<file path="src/core/amp_ctrl_regs.vh">
// Register map, field positions and reset values for the amplifier control bank
`ifndef AMP_CTRL_REGS_VH
`define AMP_CTRL_REGS_VH
`define AMP_ADDR_W        3
`define AMP1_CONTROL_ADDR 3'h0
`define AMP1_CAL_ADDR     3'h1
`define AMP2_CONTROL_ADDR 3'h2
`define AMP2_CAL_ADDR     3'h3
`define AMP_CONTROL_RESET 16'h0000
`define AMP_CAL_RESET     6'h00
`define AMP_EN_BIT        15
`define AMP_OE_BIT        14
`define AMP_POS_HI        13
`define AMP_POS_LO        11
`define AMP_NEG_HI        10
`define AMP_NEG_LO        8
`define AMP_GAIN_HI       2
`define AMP_GAIN_LO       0
`define AMP_TRIM_HI       5
`define AMP_CONTROL_MASK  16'hFF07
`define AMP_ROUTE_OPT_BIT 6
`define GAIN_64X          3'h6
`define GAIN_32X          3'h5
`define GAIN_16X          3'h4
`define GAIN_8X           3'h3
`define GAIN_4X           3'h2
`define NEG_GND_A         3'h0
`define NEG_REF_A         3'h1
`define NEG_REF_B         3'h2
`define NEG_GND_B         3'h3
`define POS_MAX           3'h3
`endif

</file>
<file path="src/core/amplifier_control_regs.v">
// Control and trim registers for two programmable-gain amplifiers
`timescale 1ns/10ps
`default_nettype none
`include "amp_ctrl_regs.vh"
module amplifier_control_regs
(
	input  wire                   mclk,
	input  wire                   rst_n,
	input  wire [`AMP_ADDR_W-1:0] addr,
	input  wire [15:0]            wdata,
	input  wire                   wr,
	input  wire                   rd,
	output reg  [15:0]            rdata,
	input  wire                   single_out_pin,
	input  wire [15:0]            device_options_word,
	output reg  [1:0]             amp_enable,
	output reg  [1:0]             amp_gain_valid,
	output reg  [5:0]             amp_gain_onehot,
	output reg  [7:0]             amp_pos_onehot,
	output reg  [3:0]             amp_neg_sel,
	output reg  [1:0]             amp_sel_valid,
	output reg  [11:0]            offset_trim,
	output reg  [1:0]             analog_out_pin
);
	// Per amplifier: stored control word and trim; outputs decode the control fields
	reg  [15:0] ctrl_q [0:1];
	reg  [5:0]  trim_q [0:1];
	reg  [1:0]  single_s1_q;
	reg  [1:0]  single_s2_q;
	wire        single_pin;
	wire        route_a2_to_p1;
	assign single_pin = single_s2_q[0];
	assign route_a2_to_p1 = single_s2_q[1];

	// Static pins pass two flops before use
	always @(posedge mclk)
	begin
		if (!rst_n)
		begin
			single_s1_q <= 2'b00;
			single_s2_q <= 2'b00;
		end
		else
		begin
			single_s1_q <= {device_options_word[`AMP_ROUTE_OPT_BIT], single_out_pin};
			single_s2_q <= single_s1_q;
		end
	end

	genvar i;
	generate
		for (i = 0; i < 2; i = i + 1)
		begin : g_amp
			wire [2:0] gain;
			wire [2:0] pos;
			wire [2:0] neg;
			wire       gain_ok;
			wire       sel_ok;
			assign gain = ctrl_q[i][`AMP_GAIN_HI:`AMP_GAIN_LO];
			assign pos = ctrl_q[i][`AMP_POS_HI:`AMP_POS_LO];
			assign neg = ctrl_q[i][`AMP_NEG_HI:`AMP_NEG_LO];
			assign gain_ok = (gain >= `GAIN_4X) && (gain <= `GAIN_64X);
			assign sel_ok = (pos <= `POS_MAX) && !neg[2];
			always @(posedge mclk)
			begin
				if (!rst_n)
				begin
					ctrl_q[i] <= `AMP_CONTROL_RESET;
					trim_q[i] <= `AMP_CAL_RESET;
					amp_enable[i] <= 1'b0;
					amp_gain_valid[i] <= 1'b0;
					amp_gain_onehot[3*i+2:3*i] <= 3'h0;
					amp_pos_onehot[4*i+3:4*i] <= 4'h0;
					amp_neg_sel[2*i+1:2*i] <= 2'h0;
					amp_sel_valid[i] <= 1'b0;
					offset_trim[6*i+5:6*i] <= 6'h00;
				end
				else
				begin
					if (wr && addr == (i ? `AMP2_CONTROL_ADDR : `AMP1_CONTROL_ADDR))
						ctrl_q[i] <= wdata & `AMP_CONTROL_MASK;
					if (wr && addr == (i ? `AMP2_CAL_ADDR : `AMP1_CAL_ADDR))
						trim_q[i] <= wdata[`AMP_TRIM_HI:0];
					amp_enable[i] <= ctrl_q[i][`AMP_EN_BIT];
					amp_gain_valid[i] <= gain_ok;
					amp_gain_onehot[3*i+2:3*i] <= gain_ok ? gain : 3'h0;
					amp_pos_onehot[4*i+3:4*i] <= (pos <= `POS_MAX) ? (4'h1 << pos[1:0]) : 4'h0;
					// 0 ground, 1 ref pin a, 2 ref pin b
					case (neg)
						`NEG_GND_A, `NEG_GND_B: amp_neg_sel[2*i+1:2*i] <= 2'h0;
						`NEG_REF_A:             amp_neg_sel[2*i+1:2*i] <= 2'h1;
						`NEG_REF_B:             amp_neg_sel[2*i+1:2*i] <= 2'h2;
						default:                amp_neg_sel[2*i+1:2*i] <= 2'h0;
					endcase
					amp_sel_valid[i] <= sel_ok;
					offset_trim[6*i+5:6*i] <= trim_q[i];
				end
			end
		end
	endgenerate

	// Pin drive: amplifier output reaches its pin only while its OE bit is set and routed
	always @(posedge mclk)
	begin
		if (!rst_n)
			analog_out_pin <= 2'b00;
		else
		begin
			analog_out_pin[1] <= !single_pin && ctrl_q[1][`AMP_OE_BIT];
			analog_out_pin[0] <= ctrl_q[0][`AMP_OE_BIT]
				|| (single_pin && route_a2_to_p1 && ctrl_q[1][`AMP_OE_BIT]);
		end
	end

	// Read data valid the cycle after the strobe only
	always @(posedge mclk)
	begin
		if (!rst_n)
			rdata <= 16'h0000;
		else if (rd)
		begin
			case (addr)
				`AMP1_CONTROL_ADDR: rdata <= ctrl_q[0];
				`AMP2_CONTROL_ADDR: rdata <= ctrl_q[1];
				`AMP1_CAL_ADDR:     rdata <= {10'h000, trim_q[0]};
				`AMP2_CAL_ADDR:     rdata <= {10'h000, trim_q[1]};
				default:            rdata <= 16'h0000;
			endcase
		end
		else
			rdata <= 16'h0000;
	end
endmodule
`default_nettype wire

</file>
<file path="config.mk">
export PLATFORM = sky130hd
export DESIGN_NAME = amplifier_control_regs
export DESIGN_NICKNAME = d
export VERILOG_FILES = /design/src/core/amplifier_control_regs.v
export VERILOG_INCLUDE_DIRS = /design/src /design/src/core
export SDC_FILE = /design/constraint.sdc
export NUM_CORES = 1
export LEC_CHECK = 0
export ABC_AREA = 1
export ABC_CLOCK_PERIOD_IN_PS = 2350
export BUFFER_PORTS_ARGS = -buffer_cell sky130_fd_sc_hd__buf_2
export CAP_MARGIN = 20
export CORE_ASPECT_RATIO = 1.2
export CORE_MARGIN = 2
export CORE_UTILIZATION = 54
export CTS_CLUSTER_DIAMETER = 150
export DETAILED_ROUTE_END_ITERATION = 8
export PLACE_DENSITY = 0.93
export SETUP_SLACK_MARGIN = 0.05
export SLEW_MARGIN = 20
export SYNTH_ARGS = -nofsm -noshare
export SYNTH_HDL_FRONTEND = slang
export SYNTH_SLANG_ARGS = --single-unit
</file>
<file path="constraint.sdc">
create_clock -name mclk -period 2.35 [get_ports mclk]
set_input_delay 0.235 -clock mclk [delete_from_list [all_inputs] [get_ports mclk]]
set_output_delay 0.235 -clock mclk [all_outputs]
set_load 0.01 [all_outputs]
</file>
# Yosys cells after proc, flatten, opt, wreduce, memory -nomap -nowiden
# Memory sizes are Yosys's and may differ from the RTL's.
# Index checks and enable logic that the tools add are counted.
# classes
n_lt_le_gt_ge	6
n_eq_ne	7
shifts	2
mux	20
bitwise_logic	4
n_reduce_logical	21
# ops
op	n
$pmux 16 s4	1
$mux 11	2
$mux 1	13
$eq 3x2->1 const B	4
$mux 6	2
$logic_and 1x1->1	11
$reduce_and 2->1	5
$eq 3x1->1 const B	3
$pmux 2 s2	2
$shl 1x2->4 const A	2
$ge 3x2->1 const B	2
$le 3x2->1 const B	2
$le 3x3->1 const B	2
$or 1x1->1	4
$logic_not 1->1	3
$logic_not 3->1	1
$logic_or 1x1->1	1
# totals
register_bits	58
ramBits	34
in_bits	40
output_inout_bits	54
mem_count	2
# memory_table
memory	words	width	read_ports	rd_clocked_by_memory_dff	wr	line_no	rtl
ctrl_q	2	11	2	0	2	amplifier_control_regs.v:26	reg [15:0] ctrl_q [0:1];
trim_q	2	6	2	0	2	amplifier_control_regs.v:27	reg [5:0] trim_q [0:1];

# Depth between registers and ports, before layout
# Gate-level depths: netlist of the first run.
# logic_depth
ltp_word	6
mapped_depth	6
ltp_nobuf	5

# Worst setup path after synthesis of the first run
# No wires, ideal clock.
# synth_timing
kind	input to register
startpoint	in addr[2]
endpoint	mem ctrl_q[1][0] in the netlist's numbering (enable)
setup_time_ns	0.345
t_arrival_ns	1.044
setup_slack_ns	0.961
cell_stages	4
n_path_buf	1
path_cell_list	buf_4 nor3_4 nand2_1 nand2_1
# synth_lines
element	line_no	rtl
from (decl)	amplifier_control_regs.v:9	input wire [`AMP_ADDR_W-1:0] addr,
to (decl)	amplifier_control_regs.v:26	

==> results.py, run 1 <==
metrics = {
    "clocking": {
        "post_cts_buffers": 0,
        "ctsLongestPathBuffers": 2,
        "clkTransAtPathRegs_ps": 80,
        "postCtsHoldBufs": 0,
        "post_cts_resize_count": 0,
        "cts_tree": "done",
        "cts_max_level": 3,
        "cts_sinks": 90,
        "clk-insertion-delay-late_ps": 340,
        "cts_root_buffer": "clkbuf_8",
        "cts-buffers-inserted": 9,
    },
    "place": {
        "place.gp.congestion": 0.8801,
        "dp.cells": 461,
        "dp_hpwl_um": 4287,
        "dpl_cell_area_um2": 3581,
        "numPortBuffers": 74,
        "place_ws_ps": 469.7,
    },
    "die": {
        "num_rows": 30,
        "io-pin-count": 94,
        "initial_utilization_pct": 56.00,
        "coreArea_um2": 5668,
        "die-area_um2": 6510,
        "fp.dieW_um": 73.99,
        "die_h_um": 87.99,
    },
    "setup_path": {
        "rrSetupSlack_ps": 1230,
        "arrival_ps": 1500,
        "crit_family": "simple AND/OR/NAND/NOR gates",
        "worst-path-max-fanout": 12,
        "critPathLaunch": "addr[1]",
        "cp_slowest_cell": "nand2_1",
        "path_cells": "buf_2 -> inv_2 -> nor3_4 -> nand2_1 -> nand2_1",
        "critPathCaptureType": "flop",
        "max_stage_delay_ps": 390,
        "worstPathBufferInverterCount": 2,
        "crit_top_cell": "nand2_1",
        "reg2regPathDepth": 5,
        "regToRegEndpoint": "amp_gain_onehot[0]$_SDFF_PN0_",
        "r2r_start": "ctrl_q[0][1]$_SDFFCE_PN0P_",
        "start_kind": "primary input",
        "crit_required_ps": 2340,
        "worstSetupPathType": "primary input to flop",
    },
    "layout": {
        "final_common_cell": "buf_2",
        "final_cell_mix": "74 x buf_2, 60 x nand2_1, 56 x dfxtp_1, 48 x inv_1, 42 x nor2_1",
        "regArea_um2": 2142,
        "final_area_um2": 3774,
        "n_antenna_cell": 0,
        "multi_input_area_um2": 773.2,
        "layout-drive-gt1-share_pct": 26.95,
        "syn_to_final_growth_pct": 18.88,
        "layout.cells.non_filler": 477,
        "fillers": 441,
        "nets": 432,
    },
    "grt": {
        "grt_util_all_layers_pct": 19.05,
        "grt_max_degree": 21,
        "use_met1_pct": 21.42,
        "met3_usage_pct": 3.913,
        "first_global_vias": 2092,
        "grt_pass1_wl_um": 9094,
        "grt_overflow_total": 0,
        "grt_busiest_layer": "met2",
        "antenna_found_initial": 0,
        "met2_usage_pct": 32.22,
    },
    "synth": {
        "synthDistinctLibCells": 23,
        "yosys_warnings": 0,
        "synth.avg_cell_area_um2": 9.982,
        "netlist_instances": 318,
        "syn_area_um2": 3174,
        "yosysSeqAreaShare_pct": 67.48,
        "ys_ff_latch": 90,
    },
    "pwr": {
        "p_leak_uw": 0.001861,
        "powerDensity_nw_per_um2": 780.9,
        "ir_worst_vdd_v": 0.0003776,
    },
    "detailed_routing": {
        "drc": 0,
        "wl_per_cell_um": 12.56,
        "finalWirelength_um": 5990,
        "drtIter0Drc": 216,
        "dr.pass1.iters": 4,
        "postRouteAntennaNets": 0,
        "viasPerCell": 4.820,
        "num_vias": 2299,
    },
    "sta": {
        "hold_viol_final": 0,
        "fin_tns_setup_ps": 0,
        "fmax_mhz": 660.0,
        "worstMarginPinSlew_ps": 600.1,
        "slew_viol_final": 0,
        "setup_ws_ps": 834.8,
        "setup_viol": 0,
        "rsz0062_at_grt": "no",
        "fin_skew_ps": 10.25,
        "final.min_clock_period_ps": 1515,
        "period_share_pct": 64.48,
        "slew_headroom_pct": 59.88,
        "timing.hold.ws_ps": 88.33,
    },
    "run": {
        "maxCapViolCount": 0,
    },
    "worst_hold_path": {
        "hp-class": "primary input to flop",
        "worstHoldStart": "single_out_pin",
        "hold_depth": 3,
        "min_to": "single_s1_q[0]$_SDFF_PN0_",
    },
    "outcome": {
        "status": "completed",
    },
}
-- synthesized netlist by cell type --
master	number	area share [%]
nand3b_1	2	0.47
inv_2	1	0.12
nor2_2	10	2.0
nor3_1	5	0.79
conb_1	1	0.12
clkinv_1	1	0.12
nor3_4	3	1.5
a21oi_1	11	1.7
inv_1	48	5.7
nand3_1	16	2.5
nor2_1	42	5.0
nand3_2	1	0.32
buf_1	3	0.35
nor4_1	2	0.39
buf_6	1	0.35
edfxtp_1	34	32
o21ai_0	1	0.16
nand2_1	60	7.1
buf_4	3	0.71
dfxtp_1	56	35
buf_2	6	0.95
nand4_1	9	1.8
or2_2	2	0.39
-- per-stage QoR --
stage / utilization (%) / power [uW]
after CTS: 66.58 / 2957
final: 66.58 / 2947
after floorplan: - / 1892
after global placement: 63.18 / 1964
after global routing: 66.58 / 3045
after detailed placement: 63.18 / 1977
-- routing by layer --
metal / share of wire (%) / vias up
li1: - / 1139
met1: 40 / 1040
met2: 52 / 108
met3: 6.3 / 12
met4: 1.9 / 0
met5: 0 / -
-- power breakdown --
group	total (uW)	internal, uW	switching [uW]
combinational	208	70.2	138
sequential	1740	1700	38.2
clock	1000	494	509
-- worst reg2reg max path, stage by stage (launching register included) --
cell,delay (ps)
edfxtp_1,430
or2_2,310
nand3_1,90
inv_1,80
nand2_1,70
inv_1,40
-- logic make-up (layout without fill, tap and decap cells) --
family,Yosys count,after routing,share of synthesized area [%]
AND/OR/NAND/NOR,152,152,22.23
flip-flops,90,90,67.48
buffers and inverters,63,141,8.277
AO/OA/AOI/OAI,12,12,1.892
other,1,2,0.1181
-- flip-flops by register name (all words and copies together) (netlist names) --
| name | count |
|---|---|
| amp_enable | 2 |
| offset_trim | 12 |
| amp_pos_onehot | 8 |
| amp_gain_valid | 2 |
| single_s1_q | 2 |
| ctrl_q | 22 |
| single_s2_q | 2 |
| amp_neg_sel | 4 |
| amp_gain_onehot | 6 |
| analog_out_pin | 2 |
| rdata | 14 |
| trim_q | 12 |
| amp_sel_valid | 2 |
-- how the worst max path moves through the flow --
stage                                 end  slack [ps]  cells past startpoint
2_1_floorplan  ctrl_q[1][0]$_SDFFCE_PN0P_         960                      4
3_3_place_gp   ctrl_q[1][8]$_SDFFCE_PN0P_         580                      5
3_5_place_dp   ctrl_q[1][7]$_SDFFCE_PN0P_         470                      5
4_1_cts        ctrl_q[1][0]$_SDFFCE_PN0P_         850                      5
5_1_grt        ctrl_q[1][0]$_SDFFCE_PN0P_         760                      5
6_report       ctrl_q[1][0]$_SDFFCE_PN0P_         830                      5
-- final cells by class --
| cell class | instances | area share [%] |
|---|---|---|
| clock buffers | 10 | 3.382 |
| clock inverters | 6 | 1.724 |
| flip-flops and latches | 90 | 56.76 |
| multi-input cells | 166 | 20.49 |
| inverters | 50 | 4.973 |
| well taps | 80 | 2.653 |
| repair buffers | 75 | 10.01 |
(Power assumes the default switching activity.)
==> run 2: changes to the inputs <==
ABC_CLOCK_PERIOD_IN_PS = 1500   (was 2350)
CORE_UTILIZATION = 50   (was 54)
PLACE_DENSITY = 0.88   (was 0.93)
clock period = 1.5 ns   (was 2.35 ns; I/O delays follow)
==> results.py, run 2 (synthesis results as in run 1) <==
metrics = {
    "layout": {
        "regMostFlops": "ctrl_q",
        "final_area_um2": 3880,
        "nets": 445,
        "largestRegisters": "ctrl_q x22, rdata x14",
        "syn_to_final_growth_pct": 22.23,
        "layout-drive-gt1-share_pct": 28.54,
        "largest_reg_flops": 22,
        "regArea_um2": 2142,
        "final_cell_mix": "74 x buf_2, 60 x nand2_1, 56 x dfxtp_1, 48 x inv_1, 42 x nor2_1",
        "fillers": 483,
        "multi_input_area_um2": 773.2,
        "n_antenna_cell": 0,
        "final_common_cell": "buf_2",
    },
    "place": {
        "dp_hpwl_um": 4601,
        "numPortBuffers": 74,
        "place.gp.congestion": 0.8605,
        "dpl_cell_area_um2": 3691,
    },
    "detailed_routing": {
        "postRouteAntennaNets": 0,
        "viasPerCell": 4.711,
        "drc": 0,
        "drtIter0Drc": 152,
        "finalWirelength_um": 6206,
        "num_vias": 2318,
        "dr.pass1.iters": 4,
        "wl_per_cell_um": 12.61,
    },
    "die": {
        "die-area_um2": 7004,
        "initial_utilization_pct": 52.13,
        "coreArea_um2": 6090,
        "fp.dieW_um": 76.74,
        "num_rows": 31,
        "io-pin-count": 94,
        "die_h_um": 91.28,
    },
    "clocking": {
        "clk-insertion-delay-late_ps": 350,
        "clkTransAtPathRegs_ps": 90,
        "post_cts_resize_count": 0,
        "cts_max_level": 3,
        "ctsLongestPathBuffers": 2,
        "cts_sinks": 90,
        "cts_tree": "done",
        "post_cts_buffers": 0,
        "cts_root_buffer": "clkbuf_8",
        "cts-buffers-inserted": 9,
    },
    "sta": {
        "slew_viol_final": 0,
        "fin_tns_setup_ps": 0,
        "rsz0062_at_grt": "no",
        "period_share_pct": 75.17,
        "timing.hold.ws_ps": 103.6,
        "setup_viol": 0,
        "hold_viol_final": 0,
        "fin_skew_ps": 11.17,
        "final.min_clock_period_ps": 1128,
        "fmax_mhz": 886.9,
    },
    "grt": {
        "grt_overflow_total": 0,
        "grt_util_all_layers_pct": 18.68,
        "grt_max_degree": 16,
        "grt_pass1_wl_um": 10110,
        "first_global_vias": 2274,
        "antenna_found_initial": 0,
    },
    "pwr": {
        "p_leak_uw": 0.001928,
        "powerDensity_nw_per_um2": 1160,
        "ir_worst_vdd_v": 0.0005064,
    },
    "outcome": {
        "status": "completed",
    },
    "setup_path": {
        "worst-path-max-fanout": 4,
        "crit_required_ps": 1760,
        "arrival_ps": 1390,
        "start_kind": "flop",
        "worstSetupPathType": "flop to flop",
        "critPathCaptureType": "flop",
    },
    "worst_hold_path": {
        "hp-class": "primary input to flop",
    },
    "run": {
        "maxCapViolCount": 0,
    },
}
==> run 2: timing repair <==
action,4_1_cts,5_1_grt
hold endpoints to repair,2,0
endpoints found under the setup margin,0,0
hold buffers,2,0
==> run 2: area by class of cell <==
| class | count | share of cell area (%) |
|---|---|---|
| well taps | 82 | 2.644 |
| repair buffers | 88 | 13.03 |
| multi-input cells | 166 | 19.93 |
| clock inverters | 5 | 0.9674 |
| flip-flops and latches | 90 | 55.21 |
| inverters | 50 | 4.837 |
| clock buffers | 11 | 3.386 |
==> run 2: metal layers <==
metal,vias to the layer above,wire length [um],track usage [%]
met4,0,267,10.61
met1,1029,2416,20.39
met5,-,0,0
met3,26,409,6.362
li1,1169,-,-
met2,94,3113,31.51
==> run 2: path summary, 6_finish.rpt <==
check / end / slack [ps] / start / depth (start not counted)
worst max-delay path: amp_gain_onehot[5]$_SDFF_PN0_ / 370 / ctrl_q[1][1]$_SDFFCE_PN0P_ / 5
worst max register to register: amp_gain_onehot[5]$_SDFF_PN0_ / 370 / ctrl_q[1][1]$_SDFFCE_PN0P_ / 5
worst min-delay path: ctrl_q[1][4]$_SDFFCE_PN0P_ / 100 / wdata[9] / 3
worst min register to register: analog_out_pin[1]$_SDFF_PN0_ / 420 / single_s2_q[0]$_SDFF_PN0_ / 1
==> run 2: through the flow <==
stage	instances	power [uW]	setup slack, ps	utilization, %
global route	492	4675	305.1	63.71
detailed placement	474	3128	66.94	60.61
global placement	474	3111	138.3	60.61
CTS	492	4521	370.0	63.71
finish	492	4502	372.4	63.71
floorplan	319	2965	196.2	-
==> run 2: worst max-delay path, cell delays in order, from the launching register on <==
cell and delay [ps]:
edfxtp_1 430, or2_2 310, nand3_1 100, inv_1 80, nand2_1 60, inv_1 50
==> run 2: power breakdown <==
group | internal [uW] | total (uW) | leakage (uW) | switching [uW]
registers | 2660 | 2720 | 0.000788 | 63.1
logic | 136 | 357 | 0.00105 | 221
clock network | 613 | 1420 | 0.0000882 | 810
